File: config.mk
export PLATFORM = sky130hd
export DESIGN_NAME = spw_device_flat
export DESIGN_NICKNAME = d
export VERILOG_FILES = /design/src/logic/spw_pkg.sv /design/src/logic/spw_link_if.sv /design/src/logic/spw_tap_decode.sv /design/src/logic/spw_device.sv /design/src/flat_wrapper.sv
export VERILOG_INCLUDE_DIRS = /design/src /design/src/logic
export SDC_FILE = /design/constraint.sdc
export NUM_CORES = 2
export LEC_CHECK = 0
export ABC_AREA = 0
export BUFFER_PORTS_ARGS = -buffer_cell sky130_fd_sc_hd__buf_2
export CAP_MARGIN = 15
export CELL_PAD_IN_SITES_DETAIL_PLACEMENT = 1
export CELL_PAD_IN_SITES_GLOBAL_PLACEMENT = 1
export CORE_AREA = 2 2 408 410
export DETAILED_ROUTE_END_ITERATION = 8
export DIE_AREA = 0 0 410 412
export PLACE_DENSITY_LB_ADDON = 0.1
export SYNTH_ARGS = -nofsm -noshare
export SYNTH_HDL_FRONTEND = slang
export SYNTH_HIERARCHICAL = 1
export SYNTH_SLANG_ARGS = --single-unit
export TNS_END_PERCENT = 100
File: constraint.sdc
create_clock -name i_clk_sys -period 62 [get_ports i_clk_sys]
set_input_delay 6.2 -clock i_clk_sys [delete_from_list [all_inputs] [get_ports i_clk_sys]]
set_output_delay 6.2 -clock i_clk_sys [all_outputs]
set_load 0.05 [all_outputs]
File: src/logic/spw_regs.svh
// Constants shared by both ends of the serial wiper control link.
`ifndef SPW_REGS_SVH
`define SPW_REGS_SVH
// Clock rate and timing.
`define SPW_CLK_MHZ 250
`define SPW_T_NV_WRITE_US 10000
`define SPW_SCK_HALF 8
// Reset values.
`define SPW_SYNC_RST 6'h19
`define SPW_WIPER_RST 10'h000
`define SPW_STORE_RST 10'h000
// Frame layout: bit counts and field positions.
`define SPW_BITS_SHORT 6'h10
`define SPW_BITS_LONG 6'h20
`define SPW_ID_TYPE_MSB 7
`define SPW_ID_TYPE_LSB 4
`define SPW_ID_ADDR_BIT 1
`define SPW_ID_RW_BIT 0
`define SPW_IN_OP_MSB 7
`define SPW_IN_OP_LSB 5
`define SPW_IN_PTR_MSB 3
`define SPW_IN_PTR_LSB 2
// Instruction keys {direction, opcode}; direction 1 reads.
`define SPW_CMD_RD_WIPER 4'hc
`define SPW_CMD_WR_WIPER 4'h5
`define SPW_CMD_RD_STORE 4'hd
`define SPW_CMD_WR_STORE 4'h6
`define SPW_CMD_XFR_TO_WIPER 4'he
`define SPW_CMD_XFR_TO_STORE 4'h7
`define SPW_CMD_RD_STATUS 4'ha
// Host register offsets and fields.
`define SPW_REG_CTRL 8'h00
`define SPW_REG_TXDATA 8'h04
`define SPW_REG_RXDATA 8'h08
`define SPW_REG_STATUS 8'h0c
`define SPW_REG_PINS 8'h10
`define SPW_CTRL_RW 0
`define SPW_CTRL_OP_LSB 1
`define SPW_CTRL_PTR_LSB 4
`define SPW_CTRL_ADDR 6
`define SPW_CTRL_LONG 7
`define SPW_PINS_PAUSE 0
`define SPW_PINS_PROTECT 1
`endif

File: src/logic/spw_pkg.sv
// Types shared by both ends of the serial wiper control link.
package spw_pkg;
    typedef logic [9:0] spw_wiper_t;
    typedef enum logic [2:0]
    {
        SPW_HS_IDLE = 3'h0,
        SPW_HS_SETUP = 3'h1,
        SPW_HS_SHIFT = 3'h3,
        SPW_HS_END = 3'h2,
        SPW_HS_GAP = 3'h6
    } spw_host_state_e;
endpackage

File: src/logic/spw_link_if.sv
// Serial link between the wiper device and its host controller.
`timescale 1ns/1ns
`default_nettype none
interface spw_link_if;
    logic cs_n;
    logic sck;
    logic mosi;
    logic hold_n;
    logic wp_n;
    logic miso;
    logic miso_oe_n;
    logic sio_line;
    // The shared output wire idles high through a pull-up when nobody drives it.
    assign sio_line = miso_oe_n ? 1'b1 : miso;
    modport dev (input cs_n, input sck, input mosi, input hold_n, input wp_n,
                 output miso, output miso_oe_n);
    modport host (output cs_n, output sck, output mosi, output hold_n, output wp_n,
                  input sio_line);
endinterface
`default_nettype wire

File: src/logic/spw_tap_decode.sv
// One-hot decoder from wiper position to tap switch enables.
`timescale 1ns/1ns
`default_nettype none
module spw_tap_decode
    import spw_pkg::*;
(
    input wire logic i_clk_sys,
    input wire logic i_reset,
    input wire logic i_ce,
    input wire spw_pkg::spw_wiper_t i_wiper,
    output logic [1023:0] o_tap_enable
);
    // Registered so that exactly one switch is on, with no decode glitches.
    always_ff @(posedge i_clk_sys or posedge i_reset)
    begin
        if (i_reset)
            o_tap_enable <= 1024'h1;
        else if (i_ce)
            o_tap_enable <= 1024'h1 << i_wiper;
    end
endmodule // spw_tap_decode
`default_nettype wire

File: src/logic/spw_device.sv
// Serial slave and wiper position logic of the digital potentiometer.
//
// The Wishbone interface to the registers and the register addresses are this design's own decisions.
`include "spw_regs.svh"
`timescale 1ns/1ns
`default_nettype none
module spw_device
    import spw_pkg::*;
#(
    parameter logic [3:0] P_TYPE_ID = 4'ha, // Arbitrary value.
    parameter int unsigned P_NV_WRITE_CYCLES = `SPW_T_NV_WRITE_US * `SPW_CLK_MHZ
)
(
    input wire logic i_clk_sys,
    input wire logic i_reset,
    input wire logic i_ce,
    spw_link_if.dev link,
    input wire logic i_address_strap_pin,
    output logic [1023:0] o_tap_enable,
    output spw_pkg::spw_wiper_t o_wiper_position_reg,
    output logic o_nv_write_busy_flag,
    output logic o_standby
);
    import spw_pkg::*;

    logic [5:0] meta_q;
    logic [5:0] sync_q;
    logic [1:0] prev_q;
    logic cs_n_s, sck_s, si_s, hold_n_s, wp_n_s, strap_s;
    logic sck_rise, sck_fall, cs_fall, cs_rise, active, byte_done;
    logic seen_high_q, framing_q, paused_q, ignore_q, rd_q, recall_q;
    logic [4:0] bit_cnt_q;
    logic [6:0] sh_q;
    logic [7:0] rx_byte;
    logic [3:0] cmd_q;
    logic [3:0] cmd_now;
    logic [1:0] ptr_q;
    logic [1:0] hi_q;
    logic pend_q;
    logic [1:0] pend_slot_q;
    spw_wiper_t pend_data_q;
    spw_wiper_t wiper_q;
    spw_wiper_t store_q [4];
    logic [15:0] out_q;
    logic so_q;
    logic [21:0] busy_cnt_q;
    logic commit;
    logic ld_direct, ld_xfer;

    // Two flip-flops on every pin; only the second stage is read below.
    always_ff @(posedge i_clk_sys or posedge i_reset)
    begin
        if (i_reset)
        begin
            meta_q <= `SPW_SYNC_RST;
            sync_q <= `SPW_SYNC_RST;
            prev_q <= 2'h1;
        end
        else if (i_ce)
        begin
            meta_q <= {i_address_strap_pin, link.wp_n, link.hold_n, link.mosi, link.sck,
                       link.cs_n};
            sync_q <= meta_q;
            prev_q <= {sync_q[1], sync_q[0]};
        end
    end

    assign cs_n_s = sync_q[0];
    assign sck_s = sync_q[1];
    assign si_s = sync_q[2];
    assign hold_n_s = sync_q[3];
    assign wp_n_s = sync_q[4];
    assign strap_s = sync_q[5];
    assign sck_rise = sck_s & ~prev_q[1];
    assign sck_fall = ~sck_s & prev_q[1];
    assign cs_fall = ~cs_n_s & prev_q[0] & seen_high_q;
    assign cs_rise = cs_n_s & ~prev_q[0];
    // A frame is live only while selected, not paused and not dropped.
    assign active = framing_q & ~cs_n_s & ~paused_q & ~ignore_q;
    assign byte_done = sck_rise & active & (bit_cnt_q[2:0] == 3'h7);
    assign rx_byte = {sh_q, si_s};
    assign cmd_now = {rx_byte[`SPW_ID_RW_BIT], rx_byte[`SPW_IN_OP_MSB:`SPW_IN_OP_LSB]};

    // Select tracking; serial activity after reset waits for a fresh select fall.
    always_ff @(posedge i_clk_sys or posedge i_reset)
    begin
        if (i_reset)
        begin
            seen_high_q <= 1'b0;
            framing_q <= 1'b0;
        end
        else if (i_ce)
        begin
            if (cs_n_s)
                seen_high_q <= 1'b1;
            if (cs_fall)
                framing_q <= 1'b1;
            else if (cs_n_s)
                framing_q <= 1'b0;
        end
    end

    // Hold only acts while the serial clock is low, so no partial edge is lost.
    always_ff @(posedge i_clk_sys or posedge i_reset)
    begin
        if (i_reset)
            paused_q <= 1'b0;
        else if (i_ce)
        begin
            if (cs_n_s)
                paused_q <= 1'b0;
            else if (framing_q && !sck_s)
                paused_q <= ~hold_n_s;
        end
    end

    // Input shifter; the bit count survives a pause untouched.
    always_ff @(posedge i_clk_sys or posedge i_reset)
    begin
        if (i_reset)
        begin
            bit_cnt_q <= 5'h0;
            sh_q <= 7'h0;
        end
        else if (i_ce)
        begin
            if (cs_fall)
                bit_cnt_q <= 5'h0;
            else if (sck_rise && active)
            begin
                bit_cnt_q <= bit_cnt_q + 5'h1;
                sh_q <= rx_byte[6:0];
            end
        end
    end

    // Byte decode: identification, instruction, then two data bytes.
    always_ff @(posedge i_clk_sys or posedge i_reset)
    begin
        if (i_reset)
        begin
            ignore_q <= 1'b0;
            rd_q <= 1'b0;
            cmd_q <= 4'h0;
            ptr_q <= 2'h0;
            hi_q <= 2'h0;
        end
        else if (i_ce)
        begin
            if (cs_fall)
            begin
                ignore_q <= 1'b0;
                rd_q <= 1'b0;
            end
            else if (byte_done)
            begin
                case (bit_cnt_q[4:3])
                    2'h0:
                    begin
                        cmd_q[3] <= rx_byte[`SPW_ID_RW_BIT];
                        if (rx_byte[`SPW_ID_TYPE_MSB:`SPW_ID_TYPE_LSB] != P_TYPE_ID ||
                            rx_byte[`SPW_ID_ADDR_BIT] != strap_s)
                            ignore_q <= 1'b1;
                    end
                    2'h1:
                    begin
                        cmd_q[2:0] <= rx_byte[`SPW_IN_OP_MSB:`SPW_IN_OP_LSB];
                        ptr_q <= rx_byte[`SPW_IN_PTR_MSB:`SPW_IN_PTR_LSB];
                        case ({cmd_q[3], cmd_now[2:0]})
                            `SPW_CMD_RD_WIPER, `SPW_CMD_RD_STORE, `SPW_CMD_RD_STATUS:
                                rd_q <= 1'b1;
                            `SPW_CMD_WR_WIPER, `SPW_CMD_WR_STORE:
                                rd_q <= 1'b0;
                            default:
                                ignore_q <= 1'b1; // Transfers end here; unknown drops.
                        endcase
                    end
                    2'h2:
                        hi_q <= rx_byte[1:0];
                    default:
                        ignore_q <= 1'b1; // Extra clocks after the last byte are dropped.
                endcase
            end
        end
    end

    assign ld_direct = byte_done && bit_cnt_q[4:3] == 2'h3 && cmd_q == `SPW_CMD_WR_WIPER;
    assign ld_xfer = byte_done && bit_cnt_q[4:3] == 2'h1 &&
                     {cmd_q[3], cmd_now[2:0]} == `SPW_CMD_XFR_TO_WIPER;

    // Wiper: recall after power-up, direct load, or copy from a stored slot.
    always_ff @(posedge i_clk_sys or posedge i_reset)
    begin
        if (i_reset)
        begin
            wiper_q <= `SPW_WIPER_RST;
            recall_q <= 1'b1;
        end
        else if (i_ce)
        begin
            recall_q <= 1'b0;
            if (recall_q)
                wiper_q <= store_q[0];
            else if (ld_direct)
                wiper_q <= {hi_q, rx_byte};
            else if (ld_xfer)
                wiper_q <= store_q[rx_byte[`SPW_IN_PTR_MSB:`SPW_IN_PTR_LSB]];
        end
    end

    // A store write is armed by a complete sequence and fired by select rising.
    always_ff @(posedge i_clk_sys or posedge i_reset)
    begin
        if (i_reset)
        begin
            pend_q <= 1'b0;
            pend_slot_q <= 2'h0;
            pend_data_q <= `SPW_WIPER_RST;
        end
        else if (i_ce)
        begin
            if (cs_fall || cs_rise)
                pend_q <= 1'b0;
            else if (byte_done && bit_cnt_q[4:3] == 2'h3 && cmd_q == `SPW_CMD_WR_STORE)
            begin
                pend_q <= 1'b1;
                pend_slot_q <= ptr_q;
                pend_data_q <= {hi_q, rx_byte};
            end
            else if (byte_done && bit_cnt_q[4:3] == 2'h1 &&
                     {cmd_q[3], cmd_now[2:0]} == `SPW_CMD_XFR_TO_STORE)
            begin
                pend_q <= 1'b1;
                pend_slot_q <= rx_byte[`SPW_IN_PTR_MSB:`SPW_IN_PTR_LSB];
                pend_data_q <= wiper_q;
            end
        end
    end

    // Protect low, or a write still running, drops the armed write.
    assign commit = cs_rise & pend_q & wp_n_s & ~o_nv_write_busy_flag;

    // Stored slots; the reset stands in for factory-fresh contents.
    always_ff @(posedge i_clk_sys or posedge i_reset)
    begin
        if (i_reset)
        begin
            for (int i = 0; i < 4; i++)
                store_q[i] <= `SPW_STORE_RST;
        end
        else if (i_ce && commit)
            store_q[pend_slot_q] <= pend_data_q;
    end

    // Busy timer models the high-voltage write time.
    always_ff @(posedge i_clk_sys or posedge i_reset)
    begin
        if (i_reset)
            busy_cnt_q <= 22'h0;
        else if (i_ce)
        begin
            if (commit)
                busy_cnt_q <= 22'(P_NV_WRITE_CYCLES);
            else if (busy_cnt_q != 22'h0)
                busy_cnt_q <= busy_cnt_q - 22'h1;
        end
    end

    // Read shifter: loaded after the instruction byte, moved on falling clock.
    always_ff @(posedge i_clk_sys or posedge i_reset)
    begin
        if (i_reset)
        begin
            out_q <= 16'h0;
            so_q <= 1'b0;
        end
        else if (i_ce)
        begin
            if (byte_done && bit_cnt_q[4:3] == 2'h1)
            begin
                case ({cmd_q[3], cmd_now[2:0]})
                    `SPW_CMD_RD_WIPER:
                        out_q <= {6'h0, wiper_q};
                    `SPW_CMD_RD_STORE:
                        out_q <= {6'h0, store_q[rx_byte[`SPW_IN_PTR_MSB:`SPW_IN_PTR_LSB]]};
                    `SPW_CMD_RD_STATUS:
                        out_q <= {15'h0, o_nv_write_busy_flag};
                    default:
                        out_q <= 16'h0;
                endcase
            end
            else if (sck_fall && active && rd_q)
            begin
                so_q <= out_q[15];
                out_q <= {out_q[14:0], 1'b0};
            end
        end
    end

    assign link.miso = so_q;
    assign link.miso_oe_n = ~(active & rd_q);
    assign o_wiper_position_reg = wiper_q;
    assign o_nv_write_busy_flag = busy_cnt_q != 22'h0;
    assign o_standby = cs_n_s & ~o_nv_write_busy_flag;

    spw_tap_decode u_decode
    (
        .i_clk_sys(i_clk_sys),
        .i_reset(i_reset),
        .i_ce(i_ce),
        .i_wiper(wiper_q),
        .o_tap_enable(o_tap_enable)
    );
endmodule // spw_device
`default_nettype wire

File: src/flat_wrapper.sv
// flat-port wrapper written by rule: the top's interface ports become plain ports
module spw_device_flat import spw_pkg::*;
#(
    parameter logic [3:0] P_TYPE_ID = 4'ha,                    
    parameter int unsigned P_NV_WRITE_CYCLES = `SPW_T_NV_WRITE_US * `SPW_CLK_MHZ
)
  (i_clk_sys, i_reset, i_ce, i_address_strap_pin, o_tap_enable, o_wiper_position_reg, o_nv_write_busy_flag, o_standby, link_cs_n, link_sck, link_mosi, link_hold_n, link_wp_n, link_miso, link_miso_oe_n);
  spw_link_if link_i ();
  input wire logic i_clk_sys;
  input wire logic i_reset;
  input wire logic i_ce;
  input wire logic i_address_strap_pin;
  output logic [1023:0] o_tap_enable;
  output spw_pkg::spw_wiper_t o_wiper_position_reg;
  output logic o_nv_write_busy_flag;
  output logic o_standby;
  input wire logic [$bits(link_i.cs_n)-1:0] link_cs_n;
  input wire logic [$bits(link_i.sck)-1:0] link_sck;
  input wire logic [$bits(link_i.mosi)-1:0] link_mosi;
  input wire logic [$bits(link_i.hold_n)-1:0] link_hold_n;
  input wire logic [$bits(link_i.wp_n)-1:0] link_wp_n;
  output wire logic [$bits(link_i.miso)-1:0] link_miso;
  output wire logic [$bits(link_i.miso_oe_n)-1:0] link_miso_oe_n;
  assign link_i.cs_n = link_cs_n;
  assign link_i.sck = link_sck;
  assign link_i.mosi = link_mosi;
  assign link_i.hold_n = link_hold_n;
  assign link_i.wp_n = link_wp_n;
  assign link_miso = link_i.miso;
  assign link_miso_oe_n = link_i.miso_oe_n;
  spw_device #(.P_TYPE_ID(P_TYPE_ID), .P_NV_WRITE_CYCLES(P_NV_WRITE_CYCLES)) u_core (.i_clk_sys(i_clk_sys), .i_reset(i_reset), .i_ce(i_ce), .link(link_i), .i_address_strap_pin(i_address_strap_pin), .o_tap_enable(o_tap_enable), .o_wiper_position_reg(o_wiper_position_reg), .o_nv_write_busy_flag(o_nv_write_busy_flag), .o_standby(o_standby));
endmodule
==> reports/qor.log <==
qor: status.outcome completed
qor: routing.drt_first_iter_violations 3234
qor: critical_path.critPathLaunchType flop
qor: cts.cts_resized 0
qor: min_path.source_of_the_worst_hold_timing_path u_core/busy_cnt_q[18]
qor: grt.grt_start_max_net_pins 230
qor: final_layout.final_area 62000 um^2
qor: min_path.worstHoldEndpoint u_core/busy_cnt_q[18]
qor: critical_path.timing.critical_path.mode_cell sky130_fd_sc_hd__or4_1
qor: critical_path.cp_class reg -> out
qor: routing.wirelength 225000 um
qor: timing.tns 0 ps
qor: timing.report.final.hold_viol_count 0
qor: timing.worst_slew_pin_slew 1190 ps
qor: timing.final.min_clock_period 9540 ps
qor: yosys.syn-instance-count 4284
qor: place.postPlaceCellArea 57300 um^2
qor: floorplan.start_util 30.9%
qor: yosys.syn_area 50700 um^2
qor: final_layout.final_layout_size_suffix_gt1_share 29.9%
qor: place.post-place-cells 7010
qor: yosys.muxShareOfSynthArea 2.14%
qor: yosys.async_flop_share 100%
qor: yosys.synth_fa_ha_area_share 0.0740%
qor: routing.ant_nets 0
qor: yosys.fraction_of_synthesized_cell_area_in_xor_and_xnor_cells 0.138%
qor: critical_path.reg2reg_to u_core/store_q[14]
qor: yosys.ys_types 67
qor: grt.first_pass_grt_wire_length 326000 um
qor: yosys.avgSynthCellArea 11.8 um^2
qor: critical_path.critical_path.cell_chain or4_1 > or4_1 > nor2_1 > inv_1 > buf_2
qor: flow_run.timing.max_cap.violations 0
qor: critical_path.worst-r2r-cell-count 5
qor: timing.postLayoutSetupSlackWorst 52460 ps
qor: pwr.peakVddDrop 26.4 uV
qor: timing.maxSlewViolCount 0
qor: final_layout.largest_register_ffs 1024
qor: min_path.class_of_the_most_critical_hold_timing_path reg -> reg
qor: yosys.synth-compound-area-share 20.0%
qor: cts.htreeDepth 4
qor: yosys.synth-simple-area-share 15.1%
qor: critical_path.cp.required 55800 ps
qor: grt.grt_overflow 0
qor: cts.tritoncts yes
qor: place.buffer_ports.inserted 1046
qor: cts.clk_pin_slew_worst_setup_hold_paths 60 ps
qor: critical_path.peak_fanout_along_the_critical_path 5
qor: routing.wire_per_inst 30.9 um
qor: cts.sink_count_of_the_clock_tree 1166
qor: yosys.count_of_flip_flops_with_a_built_in_enable_after_synthesis 0
qor: cts.clk_root_buffer_cell sky130_fd_sc_hd__clkbuf_16
qor: critical_path.worstSetupEndpointType output port
qor: cts.post_cts_setup_bufs 0
qor: floorplan.dieHeight 412 um
qor: cts.tritoncts.num_buffers 142
qor: yosys.synth_seq_area_share 57.6%
qor: grt.first_global_vias 42100
qor: floorplan.die-area 169000 um^2
qor: routing.detailedRoute.firstPassIterationCount 8
qor: place.rd_place_congestion 0.771
qor: floorplan.core.rowCount 149
qor: yosys.postSynthNetCount 4296
qor: timing.rsz_0062_raised_after_global_routing false
qor: critical_path.r2r_slack 58350 ps
qor: min_path.whs_path_depth 1
qor: pwr.cellPowerDensity 27.6 nW/um^2
qor: timing.fmax 105 MHz
qor: final_layout.largestRegisters u_core/u_decode/o_tap_enable x1024, u_core/store_q x40, u_core/busy_cnt_q x22
qor: floorplan.die-width 410 um
qor: final_layout.filler_cell_count 17800
qor: yosys.synth.yosys.warnings 6
qor: cts.clock_tree.buffer_depth 3
qor: floorplan.core_outline_area 164000 um^2
qor: grt.gr-usage-all-layers 25.8%
qor: routing.detail_route.drc_violations 0
qor: yosys.ys_dominant_reg_cell sky130_fd_sc_hd__dfrtp_1
qor: timing.finalCritPeriodShare 15.4%
qor: critical_path.crit_path_top_delay_cell sky130_fd_sc_hd__or4_1
qor: yosys.ys_ff_latch 1166
qor: final_layout.area_delta_synth_final 22.3%
qor: final_layout.post-route-util 37.8%
qor: place.dpl_worst_slack 52020 ps
qor: routing.vias 41100
qor: final_layout.nNetsFinal 4979
qor: pwr.p_leak 29.4 nW
qor: timing.setup_viol_count_final 0
qor: floorplan.design.portCount 1047
qor: timing.max-slew-margin-rel 20.8%
qor: critical_path.crit_path_max_incr_delay 640 ps
qor: place.dp_hpwl 134000 um
qor: critical_path.r2r-start u_core/busy_cnt_q[15]
qor: cts.cts_stage_hold_buffer_count 0
qor: grt.grt_antenna_before_repair 1
qor: routing.vias_per_cell 5.65
qor: final_layout.layoutNonFillerInstCount 7269
qor: final_layout.max_flop_register u_core/u_decode/o_tap_enable
qor: cts.insertion_delay 760 ps
qor: critical_path.cp_data_arrival_time 3340 ps
qor: timing.clock_skews 27.2 ps
qor: yosys.combinational_family_with_the_most_area_after_synthesis compound AO/OA/AOI/OAI gates
-- worst max-delay path by stage --
stage,from,end,cells after the start
floorplan,i_reset,u_core/u_decode/o_tap_enable[1000],1
global placement,i_ce,u_core/u_decode/o_tap_enable[138],7
detailed placement,i_ce,u_core/u_decode/o_tap_enable[135],7
CTS,u_core/busy_cnt_q[15],o_nv_write_busy_flag,5
global route,u_core/busy_cnt_q[15],o_nv_write_busy_flag,5
finish,u_core/busy_cnt_q[15],o_nv_write_busy_flag,5
-- cells in the final DEF (no fill, tap or decap), types with 4 or more instances in the layout --
master / count
sky130_fd_sc_hd__a211oi_1: 9
sky130_fd_sc_hd__a21oi_1: 22
sky130_fd_sc_hd__a22o_1: 11
sky130_fd_sc_hd__a22oi_1: 18
sky130_fd_sc_hd__buf_12: 6
sky130_fd_sc_hd__buf_2: 1045
sky130_fd_sc_hd__buf_4: 85
sky130_fd_sc_hd__bufinv_16: 4
sky130_fd_sc_hd__clkbuf_1: 36
sky130_fd_sc_hd__clkbuf_16: 146
sky130_fd_sc_hd__clkbuf_8: 38
sky130_fd_sc_hd__clkinv_2: 18
sky130_fd_sc_hd__dfrtp_1: 1155
sky130_fd_sc_hd__dfstp_2: 9
sky130_fd_sc_hd__inv_1: 15
sky130_fd_sc_hd__inv_6: 9
sky130_fd_sc_hd__mux2_2: 55
sky130_fd_sc_hd__mux2i_1: 23
sky130_fd_sc_hd__mux4_2: 10
sky130_fd_sc_hd__nand2_1: 57
sky130_fd_sc_hd__nand2b_1: 1029
sky130_fd_sc_hd__nand3_1: 12
sky130_fd_sc_hd__nand3b_1: 6
sky130_fd_sc_hd__nand4_1: 4
sky130_fd_sc_hd__nand4b_1: 9
sky130_fd_sc_hd__nand4bb_4: 8
sky130_fd_sc_hd__nor2_1: 26
sky130_fd_sc_hd__nor3_1: 14
sky130_fd_sc_hd__nor4_1: 7
sky130_fd_sc_hd__o21ai_0: 56
sky130_fd_sc_hd__o31ai_1: 13
sky130_fd_sc_hd__o41ai_1: 983
sky130_fd_sc_hd__o41ai_2: 42
sky130_fd_sc_hd__or3_1: 7
sky130_fd_sc_hd__or4_1: 8
sky130_fd_sc_hd__or4b_4: 4
sky130_fd_sc_hd__xnor2_1: 5
-- layer usage --
layer  track usage [%]  vias up  wire, um  part of all wire [%]
met5                 0        -         0                     0
met4              8.21        0      7600                   3.4
met3              7.19      270     16000                   7.1
met2              40.5     1308    104000                    46
met1              34.2    22000     97100                    43
li1                  -    17500         -                     -
-- critical path, delay by kind of cell, from the launching register on --
| kind | cells | cell delay [ps] |
|---|---|---|
| buffers and inverters | 2 | 530 |
| flip-flops | 1 | 410 |
| AND/OR/NAND/NOR | 3 | 1630 |
-- cell type report --
type	instances	area [um^2]	share of cell area [%]
inverter	20	97.6	0.157
tap	2189	2740	4.42
antenna	1	2.50	0.00403
multi-input combinational	2498	19200	31.0
timing repair buffer	1139	6040	9.74
sequential	1166	29200	47.1
clock buffer	220	4310	6.95
clock inverter	36	398	0.641
-- cell families (layout without fill, tap and decap cells) --
| family | after synthesis | count (layout) |
|---|---|---|
| mux | 89 | 89 |
| other cells | 0 | 1 |
| compound gates | 1166 | 1166 |
| buf+inv | 620 | 1415 |
| fa+ha+maj | 3 | 3 |
| flops | 1166 | 1166 |
| xor+xnor | 8 | 8 |
| simple gates | 1232 | 1232 |
-- Yosys cell counts, types with 3 or more instances --
cell	count	area (um^2)
sky130_fd_sc_hd__a31oi_1	3	18.8
sky130_fd_sc_hd__o31ai_1	13	97.6
sky130_fd_sc_hd__nand2_1	59	221
sky130_fd_sc_hd__nand3b_1	6	45.0
sky130_fd_sc_hd__nand2b_1	1032	6460
sky130_fd_sc_hd__or3_1	7	43.8
sky130_fd_sc_hd__or2_2	4	25.0
sky130_fd_sc_hd__buf_6	20	225
sky130_fd_sc_hd__a22o_1	11	96.3
sky130_fd_sc_hd__inv_1	19	71.3
sky130_fd_sc_hd__nand4b_1	9	78.8
sky130_fd_sc_hd__a21oi_1	22	110
sky130_fd_sc_hd__nor4_1	7	43.8
sky130_fd_sc_hd__nand4bb_1	8	90.1
sky130_fd_sc_hd__dfstp_2	9	236
sky130_fd_sc_hd__o21ai_0	56	280
sky130_fd_sc_hd__nor3b_1	3	22.5
sky130_fd_sc_hd__clkbuf_1	508	1910
sky130_fd_sc_hd__buf_1	47	176
sky130_fd_sc_hd__nor2_1	26	97.6
sky130_fd_sc_hd__o41ai_1	983	8610
sky130_fd_sc_hd__buf_4	3	22.5
sky130_fd_sc_hd__nand4_1	4	25.0
sky130_fd_sc_hd__xor2_1	3	26.3
sky130_fd_sc_hd__dfrtp_1	1157	29000
sky130_fd_sc_hd__mux2i_1	23	230
sky130_fd_sc_hd__nor3_1	14	70.1
sky130_fd_sc_hd__ha_1	3	37.5
sky130_fd_sc_hd__a211oi_1	9	67.6
sky130_fd_sc_hd__nand3_1	13	65.1
sky130_fd_sc_hd__o41ai_2	42	683
sky130_fd_sc_hd__mux2_2	55	619
sky130_fd_sc_hd__or4_1	9	67.6
sky130_fd_sc_hd__a22oi_1	18	135
sky130_fd_sc_hd__buf_2	22	110
sky130_fd_sc_hd__nor2b_1	3	18.8
sky130_fd_sc_hd__mux4_2	10	225
sky130_fd_sc_hd__xnor2_1	5	43.8
sky130_fd_sc_hd__or4b_1	3	30.0
-- per-stage QoR --
step	power [mW]	hold WS, ps
after floorplan	0.853	427
after global placement	0.877	443
after detailed placement	0.878	449
after CTS	1.74	468
after global routing	1.77	482
final	1.71	468
-- power by group --
group / internal, mW / switching [mW] / total (mW)
Combinational: 0.0270 / 0.0484 / 0.0754
Clock: 0.497 / 0.351 / 0.848
Sequential: 0.771 / 0.0159 / 0.787
Total: 1.29 / 0.415 / 1.71
No activity file was read; power rests on OpenSTA's default activity.
